`src/pdf_regs.vh`:
```
`ifndef PDF_REGS_VH
`define PDF_REGS_VH
// ==========================================
// register offsets
`define PDF_CTRL_OFS 8'h00
`define PDF_STAT_OFS 8'h04
`define PDF_FSRC_OFS 8'h0C
`define PDF_WEX_OFS 8'h14
`define PDF_DRV_OFS 8'h18
// ==========================================
// reset values
`define PDF_CTRL_RST 32'h00000000
`define PDF_FSRC_RST 32'h00000000
`define PDF_WEX_RST 32'h00000000
`define PDF_DRV_RST 32'h00000000
// ==========================================
// writable bit masks
`define PDF_CTRL_MASK 32'h00000001
`define PDF_FSRC_MASK 32'h00000003
`define PDF_WEX_MASK 32'hFFFF0F03
`define PDF_DRV_MASK 32'hFFFFFFFF
// ==========================================
// field positions
`define PDF_CTRL_EN 0
`define PDF_FSRC_LSB 0
`define PDF_WEX_DEAD_TIME_HIGH_SIDE_MSB 31
`define PDF_WEX_DEAD_TIME_HIGH_SIDE_LSB 24
`define PDF_WEX_DEAD_TIME_LOW_SIDE_MSB 23
`define PDF_WEX_DEAD_TIME_LOW_SIDE_LSB 16
`define PDF_WEX_DTEN_LSB 8
`define PDF_WEX_ROUTE_LSB 0
`define PDF_DRV_FLT1_LSB 28
`define PDF_DRV_FLT0_LSB 24
`define PDF_DRV_INV_LSB 16
`define PDF_DRV_LVL_LSB 8
`define PDF_DRV_OVR_LSB 0
`define PDF_STAT_HF0 0
`define PDF_STAT_HF1 1
`define PDF_STAT_RF 2
`define PDF_STAT_ALT 3
`define PDF_STAT_EN 4
// ==========================================
// fault source codes
`define PDF_SRC_OFF 2'h0
`define PDF_SRC_DIRECT 2'h1
`define PDF_SRC_INVERT 2'h2
`define PDF_SRC_ALT 2'h3
`endif

```
`src/pdf_filter.v`:
```
`timescale 1ns/100ps
`default_nettype none
// ==========================================
// fault input filter: output follows the input only after
// the input has differed from it for filterVal samples in a row
module pdf_filter (
  input wire ref_clk,
  input wire rst,
  input wire sampleIn,
  input wire [3:0] filterVal,
  output reg filtOut
);
  reg [3:0] cnt_reg;

  // a zero filter value passes the sample straight through
  always @(posedge ref_clk or posedge rst) begin
    if (rst) begin
      cnt_reg <= 4'h0;
      filtOut <= 1'b0;
    end else if (filterVal == 4'h0) begin
      cnt_reg <= 4'h0;
      filtOut <= sampleIn;
    end else if (sampleIn == filtOut) begin
      cnt_reg <= 4'h0; // a glitch restarts the count
    end else if (cnt_reg == filterVal - 4'h1) begin
      cnt_reg <= 4'h0;
      filtOut <= sampleIn;
    end else begin
      cnt_reg <= cnt_reg + 4'h1;
    end
  end
endmodule
`default_nettype wire

```
`src/pdf_driver.v`:
```
`timescale 1ns/100ps
`default_nettype none
`include "pdf_regs.vh"
module pdf_driver (
  input wire ref_clk,
  input wire rst,
  input wire [7:0] regAddr,
  input wire [31:0] regWdata,
  input wire regWrite,
  input wire regRead,
  output reg [31:0] regRdata,
  input wire [3:0] compareIn,
  input wire periodEnd,
  input wire matchEventIn,
  input wire altFaultIn,
  input wire timerEventIn0,
  input wire timerEventIn1,
  output reg [7:0] waveOut,
  output reg softFault,
  output reg hardFault,
  output reg timerEnable
);
  // ==========================================
  // register storage
  reg [31:0] waveform_extension_control_reg;
  reg [31:0] output_driver_control_reg;
  reg [1:0] faultSrc_reg;
  reg hardLatch0_reg;
  reg hardLatch1_reg;
  reg altState_reg;

  // ==========================================
  // input synchronisers
  reg [2:0] syncA_reg;
  reg [2:0] syncB_reg;
  wire matchSync;
  wire ev0Sync;
  wire ev1Sync;

  // pins come from other logic or other clocks, so two flops each
  always @(posedge ref_clk or posedge rst) begin
    if (rst) begin
      syncA_reg <= 3'h0;
      syncB_reg <= 3'h0;
    end else begin
      syncA_reg <= {timerEventIn1, timerEventIn0, matchEventIn};
      syncB_reg <= syncA_reg;
    end
  end

  // only the second flop of each chain is tapped; two cycles of fault
  // latency are the price of keeping metastability out of the filters
  assign matchSync = syncB_reg[0];
  assign ev0Sync = syncB_reg[1];
  assign ev1Sync = syncB_reg[2];

  // ==========================================
  // field views
  wire [7:0] dtHigh;
  wire [7:0] dtLow;
  wire [3:0] dtEnable;
  wire [1:0] routeSel;
  wire [3:0] filt0;
  wire [3:0] filt1;
  wire [7:0] invertEn;
  wire [7:0] faultLevel;
  wire [7:0] overrideEn;

  // named slices of the two configuration words
  assign dtHigh = waveform_extension_control_reg[`PDF_WEX_DEAD_TIME_HIGH_SIDE_MSB:`PDF_WEX_DEAD_TIME_HIGH_SIDE_LSB];
  assign dtLow = waveform_extension_control_reg[`PDF_WEX_DEAD_TIME_LOW_SIDE_MSB:`PDF_WEX_DEAD_TIME_LOW_SIDE_LSB];
  assign dtEnable = waveform_extension_control_reg[`PDF_WEX_DTEN_LSB +: 4];
  assign routeSel = waveform_extension_control_reg[`PDF_WEX_ROUTE_LSB +: 2];
  assign filt1 = output_driver_control_reg[`PDF_DRV_FLT1_LSB +: 4];
  assign filt0 = output_driver_control_reg[`PDF_DRV_FLT0_LSB +: 4];
  assign invertEn = output_driver_control_reg[`PDF_DRV_INV_LSB +: 8];
  assign faultLevel = output_driver_control_reg[`PDF_DRV_LVL_LSB +: 8];
  assign overrideEn = output_driver_control_reg[`PDF_DRV_OVR_LSB +: 8];

  // ==========================================
  // register writes
  wire wrCtrl;
  wire wrStat;
  wire wrCfg;

  // control and status stay writable while running, so software can
  // always stop the timer and clear a latched fault
  assign wrCtrl = regWrite && (regAddr == `PDF_CTRL_OFS);
  assign wrStat = regWrite && (regAddr == `PDF_STAT_OFS);
  // configuration is frozen while running so the outputs never see
  // a half-changed dead time or routing mid-period
  assign wrCfg = regWrite && !timerEnable;

  // control and configuration registers
  // a refused write is dropped silently; no error flag is raised
  always @(posedge ref_clk or posedge rst) begin
    if (rst) begin
      timerEnable <= 1'b0;
      waveform_extension_control_reg <= `PDF_WEX_RST;
      output_driver_control_reg <= `PDF_DRV_RST;
      faultSrc_reg <= 2'h0;
    end else begin
      if (wrCtrl) begin
        timerEnable <= regWdata[`PDF_CTRL_EN];
      end
      if (wrCfg && regAddr == `PDF_WEX_OFS) begin
        waveform_extension_control_reg <= regWdata & `PDF_WEX_MASK;
      end
      if (wrCfg && regAddr == `PDF_DRV_OFS) begin
        output_driver_control_reg <= regWdata & `PDF_DRV_MASK;
      end
      if (wrCfg && regAddr == `PDF_FSRC_OFS) begin
        faultSrc_reg <= regWdata[`PDF_FSRC_LSB +: 2];
      end
    end
  end

  // ==========================================
  // hard fault filters and sticky latches
  // each filter sees the synchronised pin, so its count is in clock cycles
  wire hardFilt0;
  wire hardFilt1;

  pdf_filter uFilt0 (
    .ref_clk(ref_clk),
    .rst(rst),
    .sampleIn(ev0Sync),
    .filterVal(filt0),
    .filtOut(hardFilt0)
  );

  pdf_filter uFilt1 (
    .ref_clk(ref_clk),
    .rst(rst),
    .sampleIn(ev1Sync),
    .filterVal(filt1),
    .filtOut(hardFilt1)
  );

  // faults stay latched until software writes one to clear;
  // a fault arriving in the clear cycle wins over the clear
  always @(posedge ref_clk or posedge rst) begin
    if (rst) begin
      hardLatch0_reg <= 1'b0;
      hardLatch1_reg <= 1'b0;
    end else begin
      if (hardFilt0) begin
        hardLatch0_reg <= 1'b1;
      end else if (wrStat && regWdata[`PDF_STAT_HF0]) begin
        hardLatch0_reg <= 1'b0;
      end
      if (hardFilt1) begin
        hardLatch1_reg <= 1'b1;
      end else if (wrStat && regWdata[`PDF_STAT_HF1]) begin
        hardLatch1_reg <= 1'b0;
      end
    end
  end

  // limitation: the override is not gated by the enable bit, so a fault
  // seen while stopped still forces the pins until software clears it
  // one cycle of lag keeps the override on a flop output
  always @(posedge ref_clk or posedge rst) begin
    if (rst) begin
      hardFault <= 1'b0;
    end else begin
      hardFault <= hardLatch0_reg | hardLatch1_reg | hardFilt0 | hardFilt1;
    end
  end

  // ==========================================
  // recoverable fault source
  reg softFault_next;

  // the alternate fault level is only sampled at period end
  always @(posedge ref_clk or posedge rst) begin
    if (rst) begin
      altState_reg <= 1'b0;
    end else if (periodEnd) begin
      altState_reg <= altFaultIn;
    end
  end

  // source select
  // code 3 is a period late by nature: it uses the state from the last period end
  always @* begin
    case (faultSrc_reg)
      `PDF_SRC_OFF: softFault_next = 1'b0;
      `PDF_SRC_DIRECT: softFault_next = matchSync;
      `PDF_SRC_INVERT: softFault_next = !matchSync;
      `PDF_SRC_ALT: softFault_next = altState_reg;
      default: softFault_next = 1'b0;
    endcase
  end

  // the fault only counts while the timer runs,
  // so a stopped timer never reports a stale recoverable fault
  always @(posedge ref_clk or posedge rst) begin
    if (rst) begin
      softFault <= 1'b0;
    end else begin
      softFault <= softFault_next && timerEnable;
    end
  end

  // ==========================================
  // output matrix
  reg [7:0] matrix_next;

  // four fixed routings of the compare signals onto eight outputs
  // the table is fixed in logic; software only picks one of four rows
  always @* begin
    case (routeSel)
      2'h0: matrix_next = {compareIn, compareIn};
      2'h1: matrix_next = {4{compareIn[1:0]}};
      2'h2: matrix_next = {8{compareIn[0]}};
      2'h3: matrix_next = {{7{compareIn[1]}}, compareIn[0]};
      default: matrix_next = 8'h00;
    endcase
  end

  // ==========================================
  // dead-time generators
  reg [7:0] dtOut;
  reg [3:0] lastLvl_reg;
  reg [3:0] lowSide_reg;
  reg [3:0] highSide_reg;
  reg [31:0] dtCnt_reg;

  // limitation: a source pulse shorter than its dead time restarts the
  // count, so it never reaches the side it would turn on, though both sides still drop
  genvar gi;
  generate
    for (gi = 0; gi < 4; gi = gi + 1) begin : gDead
      // an edge of the source drops both sides, then the side that
      // is turning on waits out its own dead time before rising
      always @(posedge ref_clk or posedge rst) begin
        if (rst) begin
          lastLvl_reg[gi] <= 1'b0;
          lowSide_reg[gi] <= 1'b0;
          highSide_reg[gi] <= 1'b0;
          dtCnt_reg[gi*8 +: 8] <= 8'h00;
        end else if (matrix_next[gi] != lastLvl_reg[gi]) begin
          lastLvl_reg[gi] <= matrix_next[gi];
          lowSide_reg[gi] <= 1'b0;
          highSide_reg[gi] <= 1'b0;
          if (matrix_next[gi]) begin
            dtCnt_reg[gi*8 +: 8] <= dtLow;
          end else begin
            dtCnt_reg[gi*8 +: 8] <= dtHigh;
          end
        end else if (dtCnt_reg[gi*8 +: 8] != 8'h00) begin
          dtCnt_reg[gi*8 +: 8] <= dtCnt_reg[gi*8 +: 8] - 8'h01;
        end else begin
          lowSide_reg[gi] <= lastLvl_reg[gi];
          highSide_reg[gi] <= !lastLvl_reg[gi];
        end
      end
    end
  endgenerate

  // enabled generators take over outputs x and x+4
  integer di;
  always @* begin
    dtOut = matrix_next;
    for (di = 0; di < 4; di = di + 1) begin
      if (dtEnable[di]) begin
        dtOut[di] = lowSide_reg[di];
        dtOut[di+4] = highSide_reg[di];
      end
    end
  end

  // ==========================================
  // inversion and hard fault override
  reg [7:0] wave_next;
  integer oi;

  // override sits after inversion so the forced level is absolute
  always @* begin
    wave_next = dtOut ^ invertEn;
    for (oi = 0; oi < 8; oi = oi + 1) begin
      if (hardFault && overrideEn[oi]) begin
        wave_next[oi] = faultLevel[oi];
      end
    end
  end

  // the pins change only on the clock edge, never straight from the matrix
  always @(posedge ref_clk or posedge rst) begin
    if (rst) begin
      waveOut <= 8'h00;
    end else begin
      waveOut <= wave_next;
    end
  end

  // ==========================================
  // register reads
  reg [31:0] rd_next;

  // unmapped offsets read as zero
  // status bits are live views, so a read never clears anything
  always @* begin
    rd_next = 32'h00000000;
    case (regAddr)
      `PDF_CTRL_OFS: rd_next[`PDF_CTRL_EN] = timerEnable;
      `PDF_STAT_OFS: begin
        rd_next[`PDF_STAT_HF0] = hardLatch0_reg;
        rd_next[`PDF_STAT_HF1] = hardLatch1_reg;
        rd_next[`PDF_STAT_RF] = softFault;
        rd_next[`PDF_STAT_ALT] = altState_reg;
        rd_next[`PDF_STAT_EN] = timerEnable;
      end
      `PDF_FSRC_OFS: rd_next[`PDF_FSRC_LSB +: 2] = faultSrc_reg;
      `PDF_WEX_OFS: rd_next = waveform_extension_control_reg;
      `PDF_DRV_OFS: rd_next = output_driver_control_reg;
      default: rd_next = 32'h00000000;
    endcase
  end

  // read data stand only in the cycle after the strobe
  always @(posedge ref_clk or posedge rst) begin
    if (rst) begin
      regRdata <= 32'h00000000;
    end else if (regRead) begin
      regRdata <= rd_next;
    end else begin
      regRdata <= 32'h00000000;
    end
  end
endmodule
`default_nettype wire

```
`config.mk`:
```
export PLATFORM = sky130hd
export DESIGN_NAME = pdf_driver
export DESIGN_NICKNAME = d
export VERILOG_FILES = /design/src/pdf_filter.v /design/src/pdf_driver.v
export VERILOG_INCLUDE_DIRS = /design/src
export SDC_FILE = /design/constraint.sdc
export NUM_CORES = 1
export LEC_CHECK = 0
export CORE_UTILIZATION = 45
export DETAILED_ROUTE_END_ITERATION = 6
export DONT_BUFFER_PORTS = 1
export MAX_ROUTING_LAYER = met4
export PLACE_DENSITY_LB_ADDON = 0.2
export SLEW_MARGIN = 20
export SYNTH_ARGS = -nofsm -noshare
export SYNTH_HDL_FRONTEND = slang
export SYNTH_HIERARCHICAL = 1
export SYNTH_SLANG_ARGS = --single-unit
```
`constraint.sdc`:
```
create_clock -name ref_clk -period 6.32 [get_ports ref_clk]
set_input_delay 1.58 -clock ref_clk [delete_from_list [all_inputs] [get_ports ref_clk]]
set_output_delay 1.58 -clock ref_clk [all_outputs]
set_load 0.005 [all_outputs]
```
==> qor.yml, run 1 <==
detailed_routing:
  drc_errors: 0
  first_pass_iters: 5
  drtAntennaViolNets: 0
  wl_per_cell_um: 19.8
  vias: 4932
  drt_wl_total_um: 17400
  drt_iter0_drc: 294
  avgViaCountPerCell: 5.59
grt:
  grt_overflow: 0
  grt_pass1_vias: 5033
  grt_max_degree: 110
  grt.total_usage: 0.215
  grt_first_pass_wirelength_um: 27900
  antenna_found_initial: 0
placement:
  io_buffers: 0
  dpl.hpwl_um: 12400
  globalplace.congestion: 0.856
setup_path:
  crit_slowest_cell: "nand3_2"
  path_cells: "or4_4 -> nor3b_2 -> nand3_2 -> mux2_2"
  reg2regPathDepth: 5
  worst-path-buf-inv: 0
  cp-endpoint: "output_driver_control_reg[5]"
  cpPeakStageDelay_ns: 0.78
  path_max_fanout: 32
  critPathRequiredTime_ns: 6.62
  cp.depth: 4
  r2r_slack_ns: 3.67
  crit_type: "in2reg"
  worstPathArrival_ns: 3.78
  reg2reg_to: "highSide_reg[3]"
  end_kind: "flip-flop"
  reg2reg_from: "waveform_extension_control_reg[1]"
  start_kind: "input port"
  crit_family: "simple AND/OR/NAND/NOR gates"
  setup.worst_path.start: "regAddr[5]"
timing:
  fin_crit_ns: 3.48
  rsz0062_at_grt: "no"
  relSlewSlack: 0.316
  hold_slack_ns: 0.349
  fmax_mhz: 287
  setup_viol: 0
  period_share: 0.550
  worstMarginPinSlew_ns: 1.03
  slew_violations: 0
  skew_ns: 0.00592
  finalSetupTns_ns: 0
  hold_viol: 0
floorplanning:
  die-area_sq_mm: 0.0177
  fp.dieW_um: 133
  die_h_um: 133
  core_sq_mm: 0.0167
  rows: 47
  start_util: 0.463
  io-pin-count: 96
logic_synthesis:
  syn_area_sq_mm: 0.00774
  async_flop_share: 1.00
  synth.area.top_cells: "dfrtp_1, mux2_2, mux2i_1, ha_1, xnor2_1"
  synth_edf_count: 0
  postSynthAreaPerCell_sq_um: 11.9
  ys_warn_count: 6
  yosysSeqAreaShare: 0.524
  synth_top_area_share: 0.524
  yosysTopAreaCell: "dfrtp_1"
  synth_ff_type: "dfrtp_1"
  synth.distinct_cells: 57
  netlist_instances: 650
  synth-seq-cells: 162
  syn_nets: 723
cells_and_area:
  insertedDiodeCount: 0
  n_fill_cell: 1531
  mostFrequentLayoutCells: "dfrtp_1, mux2_2, mux2i_1, nor2_1, inv_1"
  syn_to_final_growth_pct: 10.4
  nNetsFinal: 722
  layout-drive-gt1-share: 0.187
  final_common_cell: "dfrtp_1"
clock_network:
  clk_latency_ns: 0.42
  cts_hold_buf: 0
  clock-sinks: 162
  cts-resized-gates: 0
  ctsLongestPathBuffers: 2
  cts-root-buf: "clkbuf_16"
  htreeDepth: 4
  postCtsSetupRepairBufs: 0
  cts_tree: "yes"
  clk_pin_slew_ns: 0.06
  cts_buffers: 17
outcome:
  status: "complete, no violations"
pwr:
  p_leak_uw: 0.00403
  ir_drop_mv: 0.210
  power_density_mw_per_mm2: 370
hold_path:
  holdCritPathClass: "reg2reg"
job:
  cap_violations: 0
-- layout make-up --
type                            count  area [sq um]  area share
Clock buffer                       20           467      0.0546
Clock inverter                     12           124      0.0145
Inverter                           37           144      0.0168
Multi-Input combinational cell    426          3450       0.403
Sequential cell                   162          4050       0.474
Tap cell                          220           275      0.0322
Timing Repair Buffer                5          37.5     0.00439
-- how the worst min path moves through the flow --
stage	from	to	slack (ns)	cells after the start
final	syncA_reg[2]	syncB_reg[2]	0.35	0
after global routing	syncA_reg[0]	syncB_reg[0]	0.36	0
after CTS	syncA_reg[2]	syncB_reg[2]	0.35	0
after detailed placement	syncA_reg[2]	syncB_reg[2]	0.33	0
after global placement	syncA_reg[2]	syncB_reg[2]	0.33	0
after floorplan	syncA_reg[0]	syncB_reg[0]	0.33	0
-- cells in the mapped netlist (4+ instances only) --
cell type	count
ha_1	20
and2_1	10
a22o_1	26
o21ai_0	11
xor2_1	14
xnor2_1	28
a221oi_1	4
nand3_1	14
o2bb2ai_1	5
mux2i_1	46
dfrtp_1	162
nand2b_1	5
clkbuf_1	13
and3_1	4
o31ai_1	8
nor3b_1	7
nor2_1	37
nor2b_1	7
mux2_2	72
o22ai_1	4
inv_1	37
a21oi_1	18
or3_1	4
buf_1	8
nor3_1	10
nand2_1	25
-- stage by stage --
step / worst slack (ns) / utilization / std cells / total power [uW] / instance area (sq um)
floorplan: 0.647 / - / 650 / 1990 / 7740
global placement: 2.40 / 0.476 / 850 / 2130 / 7960
detailed placement: 2.34 / 0.476 / 850 / 2170 / 7960
CTS: 2.78 / 0.512 / 882 / 3190 / 8550
global route: 2.66 / 0.512 / 882 / 3340 / 8550
finish: 2.84 / 0.512 / 882 / 3160 / 8550
-- report_power, final --
group          internal (uW)  total, uW  switching [uW]
Combinational            400        824             424
Clock                    582       1020             434
Sequential              1180       1320             134
-- kinds of logic after synthesis --
logic type | share of synthesized area
DFF | 0.524
xor gates and xnor gates | 0.0475
muxes | 0.171
buffers and inverters | 0.0315
and+or+nand+nor | 0.103
AOI/OAI and AO/OA | 0.0904
adders and majority gates | 0.0323
-- routing by layer --
layer,global-route usage,share of wire,vias to the layer above
li1,-,-,2302
met1,0.271,0.44,2509
met2,0.339,0.48,108
met3,0.0670,0.068,13
met4,0.0492,0.0086,0
met5,-,0,-
-- worst register-to-register path: cells and delay by family, from the launching register on --
| kind | cells | cell delay (ns) |
|---|---|---|
| and+or+nand+nor | 1 | 0.41 |
| adders and majority gates | 1 | 0.41 |
| DFF | 1 | 0.57 |
| muxes | 3 | 1.14 |
Note: power is estimated with default switching activity, not from simulation.
==> inputs of run 2 (changes only) <==
==> constraint.sdc (replaced) <==
create_clock -name ref_clk -period 3.2 [get_ports ref_clk]
set_input_delay 0.8 -clock ref_clk [delete_from_list [all_inputs] [get_ports ref_clk]]
set_output_delay 0.8 -clock ref_clk [all_outputs]
set_load 0.005 [all_outputs]
==> qor.yml, run 2 (synthesis gave the netlist of run 1 again) <==
floorplanning:
  core_sq_mm: 0.0167  # unchanged
  start_util: 0.463  # unchanged
  die_h_um: 133  # unchanged
  die-area_sq_mm: 0.0177  # unchanged
  rows: 47  # unchanged
  io-pin-count: 96  # unchanged
  fp.dieW_um: 133  # unchanged
grt:
  grt.total_usage: 0.210  # -0.00518
  grt_first_pass_wirelength_um: 27400  # -1.9%
  grt_overflow: 0  # unchanged
  antenna_found_initial: 0  # unchanged
  grt_pass1_vias: 5020  # -0.26%
  grt_max_degree: 74  # -33%
detailed_routing:
  first_pass_iters: 4  # -1
  drc_errors: 0  # unchanged
  drtAntennaViolNets: 0  # unchanged
  vias: 4954  # +0.45%
  avgViaCountPerCell: 5.59  # -0.12%
  wl_per_cell_um: 19.3  # -2.3%
  drt_wl_total_um: 17100  # -1.7%
  drt_iter0_drc: 328  # +12%
hold_path:
  holdCritPathClass: "in2async"
pwr:
  ir_drop_mv: 0.395  # +88%
  clockPowerShare: 0.315  # -0.007
  p_switching_uw: 1930  # +95%
  power_density_mw_per_mm2: 721  # +95%
  sw_frac_of_total: 0.312  # -0.00245
  p_int_uw: 4270  # +97%
  p_comb_frac: 0.265  # +0.004
  p_leak_uw: 0.00406  # +0.81%
  p_seq_frac: 0.420  # +0.003
timing:
  finalSetupTns_ns: 0  # unchanged
  worstMarginPinSlew_ns: 0.672  # -0.353 ns
  fin_crit_ns: 2.56
  hold_viol: 0  # unchanged
  fmax_mhz: 390
  setup_viol: 0  # unchanged
  setup_ws_ns: 0.638  # -2.20 ns
  rsz0062_at_grt: "no"
  relSlewSlack: 0.551  # +0.235
  skew_ns: 0.00612  # +0.000203 ns
  period_share: 0.800
  slew_violations: 0  # unchanged
setup_path:
  critPathRequiredTime_ns: 3.50  # -3.12 ns
  worst-path-buf-inv: 0  # unchanged
  reg2regPathDepth: 5  # unchanged
  crit_top_cell: "mux2_2"
  end_kind: "flip-flop"
  crit_type: "reg2reg"
  path_max_fanout: 11  # -66%
  cpPeakStageDelay_ns: 0.56  # -0.22 ns
  start_kind: "flip-flop"
  worstPathArrival_ns: 2.87  # -0.91 ns
  crit_slowest_cell: "dfrtp_1"
  cp.depth: 5  # +1
  path_cells: "mux2i_1 -> mux2_2 -> ha_1 -> nor2_1 -> mux2_2"
  crit_family: "multiplexers"
placement:
  globalplace.congestion: 0.857  # about the same
  io_buffers: 0  # unchanged
  dpl.hpwl_um: 12400  # +0.51%
  dp.cells: 856  # +0.71%
  dp_slack_ns: 0.507  # -1.83 ns
clock_network:
  htreeDepth: 4  # unchanged
  postCtsSetupRepairBufs: 0  # unchanged
  ctsLongestPathBuffers: 2  # unchanged
  clk_latency_ns: 0.42  # about the same
  cts_buffers: 17  # unchanged
  clock-sinks: 162  # unchanged
  cts-root-buf: "clkbuf_16"
  clk_pin_slew_ns: 0.06  # about the same
  cts-resized-gates: 0  # unchanged
  cts_tree: "yes"
  cts_hold_buf: 0  # unchanged
job:
  cap_violations: 0  # unchanged
cells_and_area:
  insertedDiodeCount: 0  # unchanged
  syn_to_final_growth_pct: 11.1
  nNetsFinal: 728  # +0.83%
  finalNonFillerCells: 887  # +0.57%
  mostFrequentLayoutCells: "dfrtp_1, mux2_2, mux2i_1, nor2_1, inv_1"
  n_fill_cell: 1484  # -3.1%
  final_common_cell: "dfrtp_1"
  layout-drive-gt1-share: 0.192  # +0.00459
outcome:
  status: "complete, no violations"
-- run 2: cell types whose count changed in the layout (fill, tap and decap cells not counted) --
cell        before  now
clkbuf_1         0    1
clkinv_2         1    2
buf_4            5    9
inv_8            2    0
clkinvlp_4       3    2
buf_12           0    2
-- run 2: worst paths after layout --
| check | from | end | slack [ns] |
|---|---|---|---|
| max | waveform_extension_control_reg[1] | lowSide_reg[3] | 0.64 |
| min | rst | uFilt0/filtOut | 0.16 |
| max reg2reg | waveform_extension_control_reg[1] | lowSide_reg[3] | 0.64 |
| min reg2reg | syncA_reg[2] | syncB_reg[2] | 0.35 |
| max in group asynchronous | rst | dtCnt_reg[19] | 2.08 |
| min in group ref_clk | syncA_reg[2] | syncB_reg[2] | 0.35 |
-- run 2: final cells by class --
class | count | area, sq um | area share
clock inverters | 10 | 100 | 0.0116
well taps | 220 | 275 | 0.0320
multi-input cells | 426 | 3450 | 0.401
flip-flops and latches | 162 | 4050 | 0.472
inverters | 37 | 143 | 0.0166
clock buffers | 21 | 470 | 0.0547
repair buffers | 11 | 108 | 0.0125
-- run 2: stage by stage --
| step | util | power, uW | area [sq um] | hold WS, ns |
|---|---|---|---|---|
| floorplan | - | 3940 | 7740 | 0.331 |
| global placement | 0.481 | 4210 | 8030 | 0.333 |
| detailed placement | 0.481 | 4280 | 8030 | 0.335 |
| CTS | 0.515 | 6240 | 8600 | 0.149 |
| global route | 0.515 | 6560 | 8600 | 0.156 |
| finish | 0.515 | 6200 | 8600 | 0.158 |
-- run 2: power groups by stage --
stage	clock [uW]	combinational, uW	sequential [uW]
after detailed placement	0	1640	2640
after CTS	1990	1650	2600
after global placement	0	1580	2620
after floorplan	0	1390	2550
final	1960	1640	2600
after global routing	2080	1840	2640
-- run 2: routing by layer --
layer  track usage  wire length (um)  vias up
met1         0.268              7840     2487
li1              -                 -     2326
met2         0.319              7930      115
met3        0.0563               988       26
met4        0.0802               373        0
met5             -                 0        -
==> inputs of run 3 (changes only) <==
==> constraint.sdc (replaced) <==
create_clock -name ref_clk -period 2.1 [get_ports ref_clk]
set_input_delay 0.525 -clock ref_clk [delete_from_list [all_inputs] [get_ports ref_clk]]
set_output_delay 0.525 -clock ref_clk [all_outputs]
set_load 0.005 [all_outputs]
==> qor.yml, run 3 (synthesis gave the netlist of run 1 again) <==
hold_path:
  holdPathStages: 0
  holdCritPathClass: "in2reg"
  hold_start: "timerEventIn1"
  holdPathEnd: "syncA_reg[2]"
floorplanning:
  start_util: 0.463  # unchanged
  rows: 47  # unchanged
  io-pin-count: 96  # unchanged
  core_sq_mm: 0.0167  # unchanged
  fp.dieW_um: 133  # unchanged
  die_h_um: 133  # unchanged
  die-area_sq_mm: 0.0177  # unchanged
timing:
  skew_ns: 0.00900  # +0.00288 ns
  hold_viol: 0  # unchanged
  worstMarginPinSlew_ns: 0.485  # -0.187 ns
  setup_viol: 0  # unchanged
  period_share: 0.981  # +0.181
  setup_ws_ns: 0.0389  # -0.600 ns
  slew_violations: 0  # unchanged
  fin_crit_ns: 2.06  # -0.500 ns
  relSlewSlack: 0.674  # +0.123
  fmax_mhz: 485  # +24%
detailed_routing:
  drc_errors: 0  # unchanged
  first_pass_iters: 4  # unchanged
  drtAntennaViolNets: 0  # unchanged
  vias: 5086  # +2.7%
  drt_iter0_drc: 305  # -7.0%
  avgViaCountPerCell: 5.58  # -0.15%
  wl_per_cell_um: 19.4  # +0.41%
  drt_wl_total_um: 17700  # +3.2%
grt:
  grt_pass1_vias: 5291  # +5.4%
  antenna_found_initial: 0  # unchanged
  grt_first_pass_wirelength_um: 28600  # +4.2%
  grt_overflow: 0  # unchanged
  grt_max_degree: 45  # -39%
  grt.total_usage: 0.218  # +0.00776
placement:
  dp_slack_ns: -0.0715  # -0.578 ns
  dpl.hpwl_um: 12700  # +2.2%
  placed_area_sq_mm: 0.00835  # +4.0%
  globalplace.congestion: 0.868  # +1.4%
  io_buffers: 0  # unchanged
job:
  cap_violations: 0  # unchanged
setup_path:
  start_kind: "flip-flop"
  reg2reg_to: "dtCnt_reg[17]"
  path_cells: "or4_4 -> or4b_4 -> mux2_2 -> o221ai_1"
  path_max_fanout: 3  # -8
  reg2reg_from: "dtCnt_reg[19]"
  worst-path-buf-inv: 0  # unchanged
  cpPeakStageDelay_ns: 0.60  # +0.04 ns
  end_kind: "flip-flop"
  crit_slowest_cell: "or4b_4"
  crit_type: "reg2reg"
  reg2regPathDepth: 4  # -1
  cp.depth: 4  # -1
  worstPathArrival_ns: 2.40  # -0.47 ns
  r2r_slack_ns: 0.04  # -0.60 ns
  crit_family: "simple AND/OR/NAND/NOR gates"
  critPathRequiredTime_ns: 2.44  # -1.06 ns
cells_and_area:
  nNetsFinal: 752  # +3.3%
  insertedDiodeCount: 0  # unchanged
  stdcell_area_sq_mm: 0.00902  # +4.9%
  syn_to_final_growth_pct: 16.5
  final_common_cell: "dfrtp_1"
  n_fill_cell: 1442  # -2.8%
  layout-drive-gt1-share: 0.244  # +0.0523
  mostFrequentLayoutCells: "dfrtp_1, mux2_2, mux2i_1, nor2_1, inv_1"
outcome:
  status: "complete, no violations"
clock_network:
  cts_tree: "yes"
  cts_buffers: 17  # unchanged
  ctsLongestPathBuffers: 2  # unchanged
  clk_latency_ns: 0.43  # about the same
  clock-sinks: 162  # unchanged
  clk_pin_slew_ns: 0.06  # about the same
  htreeDepth: 4  # unchanged
  cts-root-buf: "clkbuf_16"
pwr:
  ir_drop_mv: 0.760  # +92%
  p_leak_uw: 0.00425  # +4.6%
  power_density_mw_per_mm2: 1120  # +55%
-- run 3: through the flow --
stage | power (uW) | utilization | std cells | hold slack [ns] | setup TNS [ns]
after floorplan | 6150 | - | 650 | 0.304 | -52.10
final | 10100 | 0.540 | 912 | 0.129 | 0
after CTS | 10100 | 0.537 | 910 | 0.113 | 0
after global placement | 6690 | 0.500 | 877 | 0.322 | -0.379
after detailed placement | 6810 | 0.500 | 877 | 0.322 | -1.95
after global routing | 10600 | 0.540 | 912 | 0.104 | -0.00241
-- run 3: how the worst max path moves through the flow --
stage	start	to	slack [ns]
CTS	dtCnt_reg[12]	lowSide_reg[1]	0.03
floorplan	rst	altState_reg	-0.34
global route	dtCnt_reg[19]	dtCnt_reg[19]	-0.002
detailed placement	regAddr[5]	faultSrc_reg[1]	-0.07
global placement	regAddr[5]	faultSrc_reg[0]	-0.04
finish	dtCnt_reg[19]	dtCnt_reg[17]	0.04
-- run 3: layout make-up --
type                    instances  area (sq um)  share of cell area
multi-input cells             426          3560               0.395
inverters                      37           148              0.0164
clock inverters                12           155              0.0172
repair buffers                 35           365              0.0405
clock buffers                  20           457              0.0507
well taps                     220           275              0.0305
flip-flops and latches        162          4060               0.450
-- run 3: routing by layer --
layer	GRT usage	share of wire
met1	0.277	0.43
met2	0.341	0.50
met3	0.0632	0.054
met4	0.0581	0.011
met5	-	0
-- run 3: power by group --
group / switching [uW] / internal (uW) / leakage, uW
sequential: 388 / 3570 / 0.00214
combinational: 1430 / 1480 / 0.00181
clock: 1270 / 1940 / 0.000297
-- run 3: timing repair --
item,CTS,global route
pin swaps,0,5
hold buffers,1,0
hold endpoints to repair,22,0
buffers inserted,0,2
resized for setup,1,8
endpoints found under the setup margin,2,9
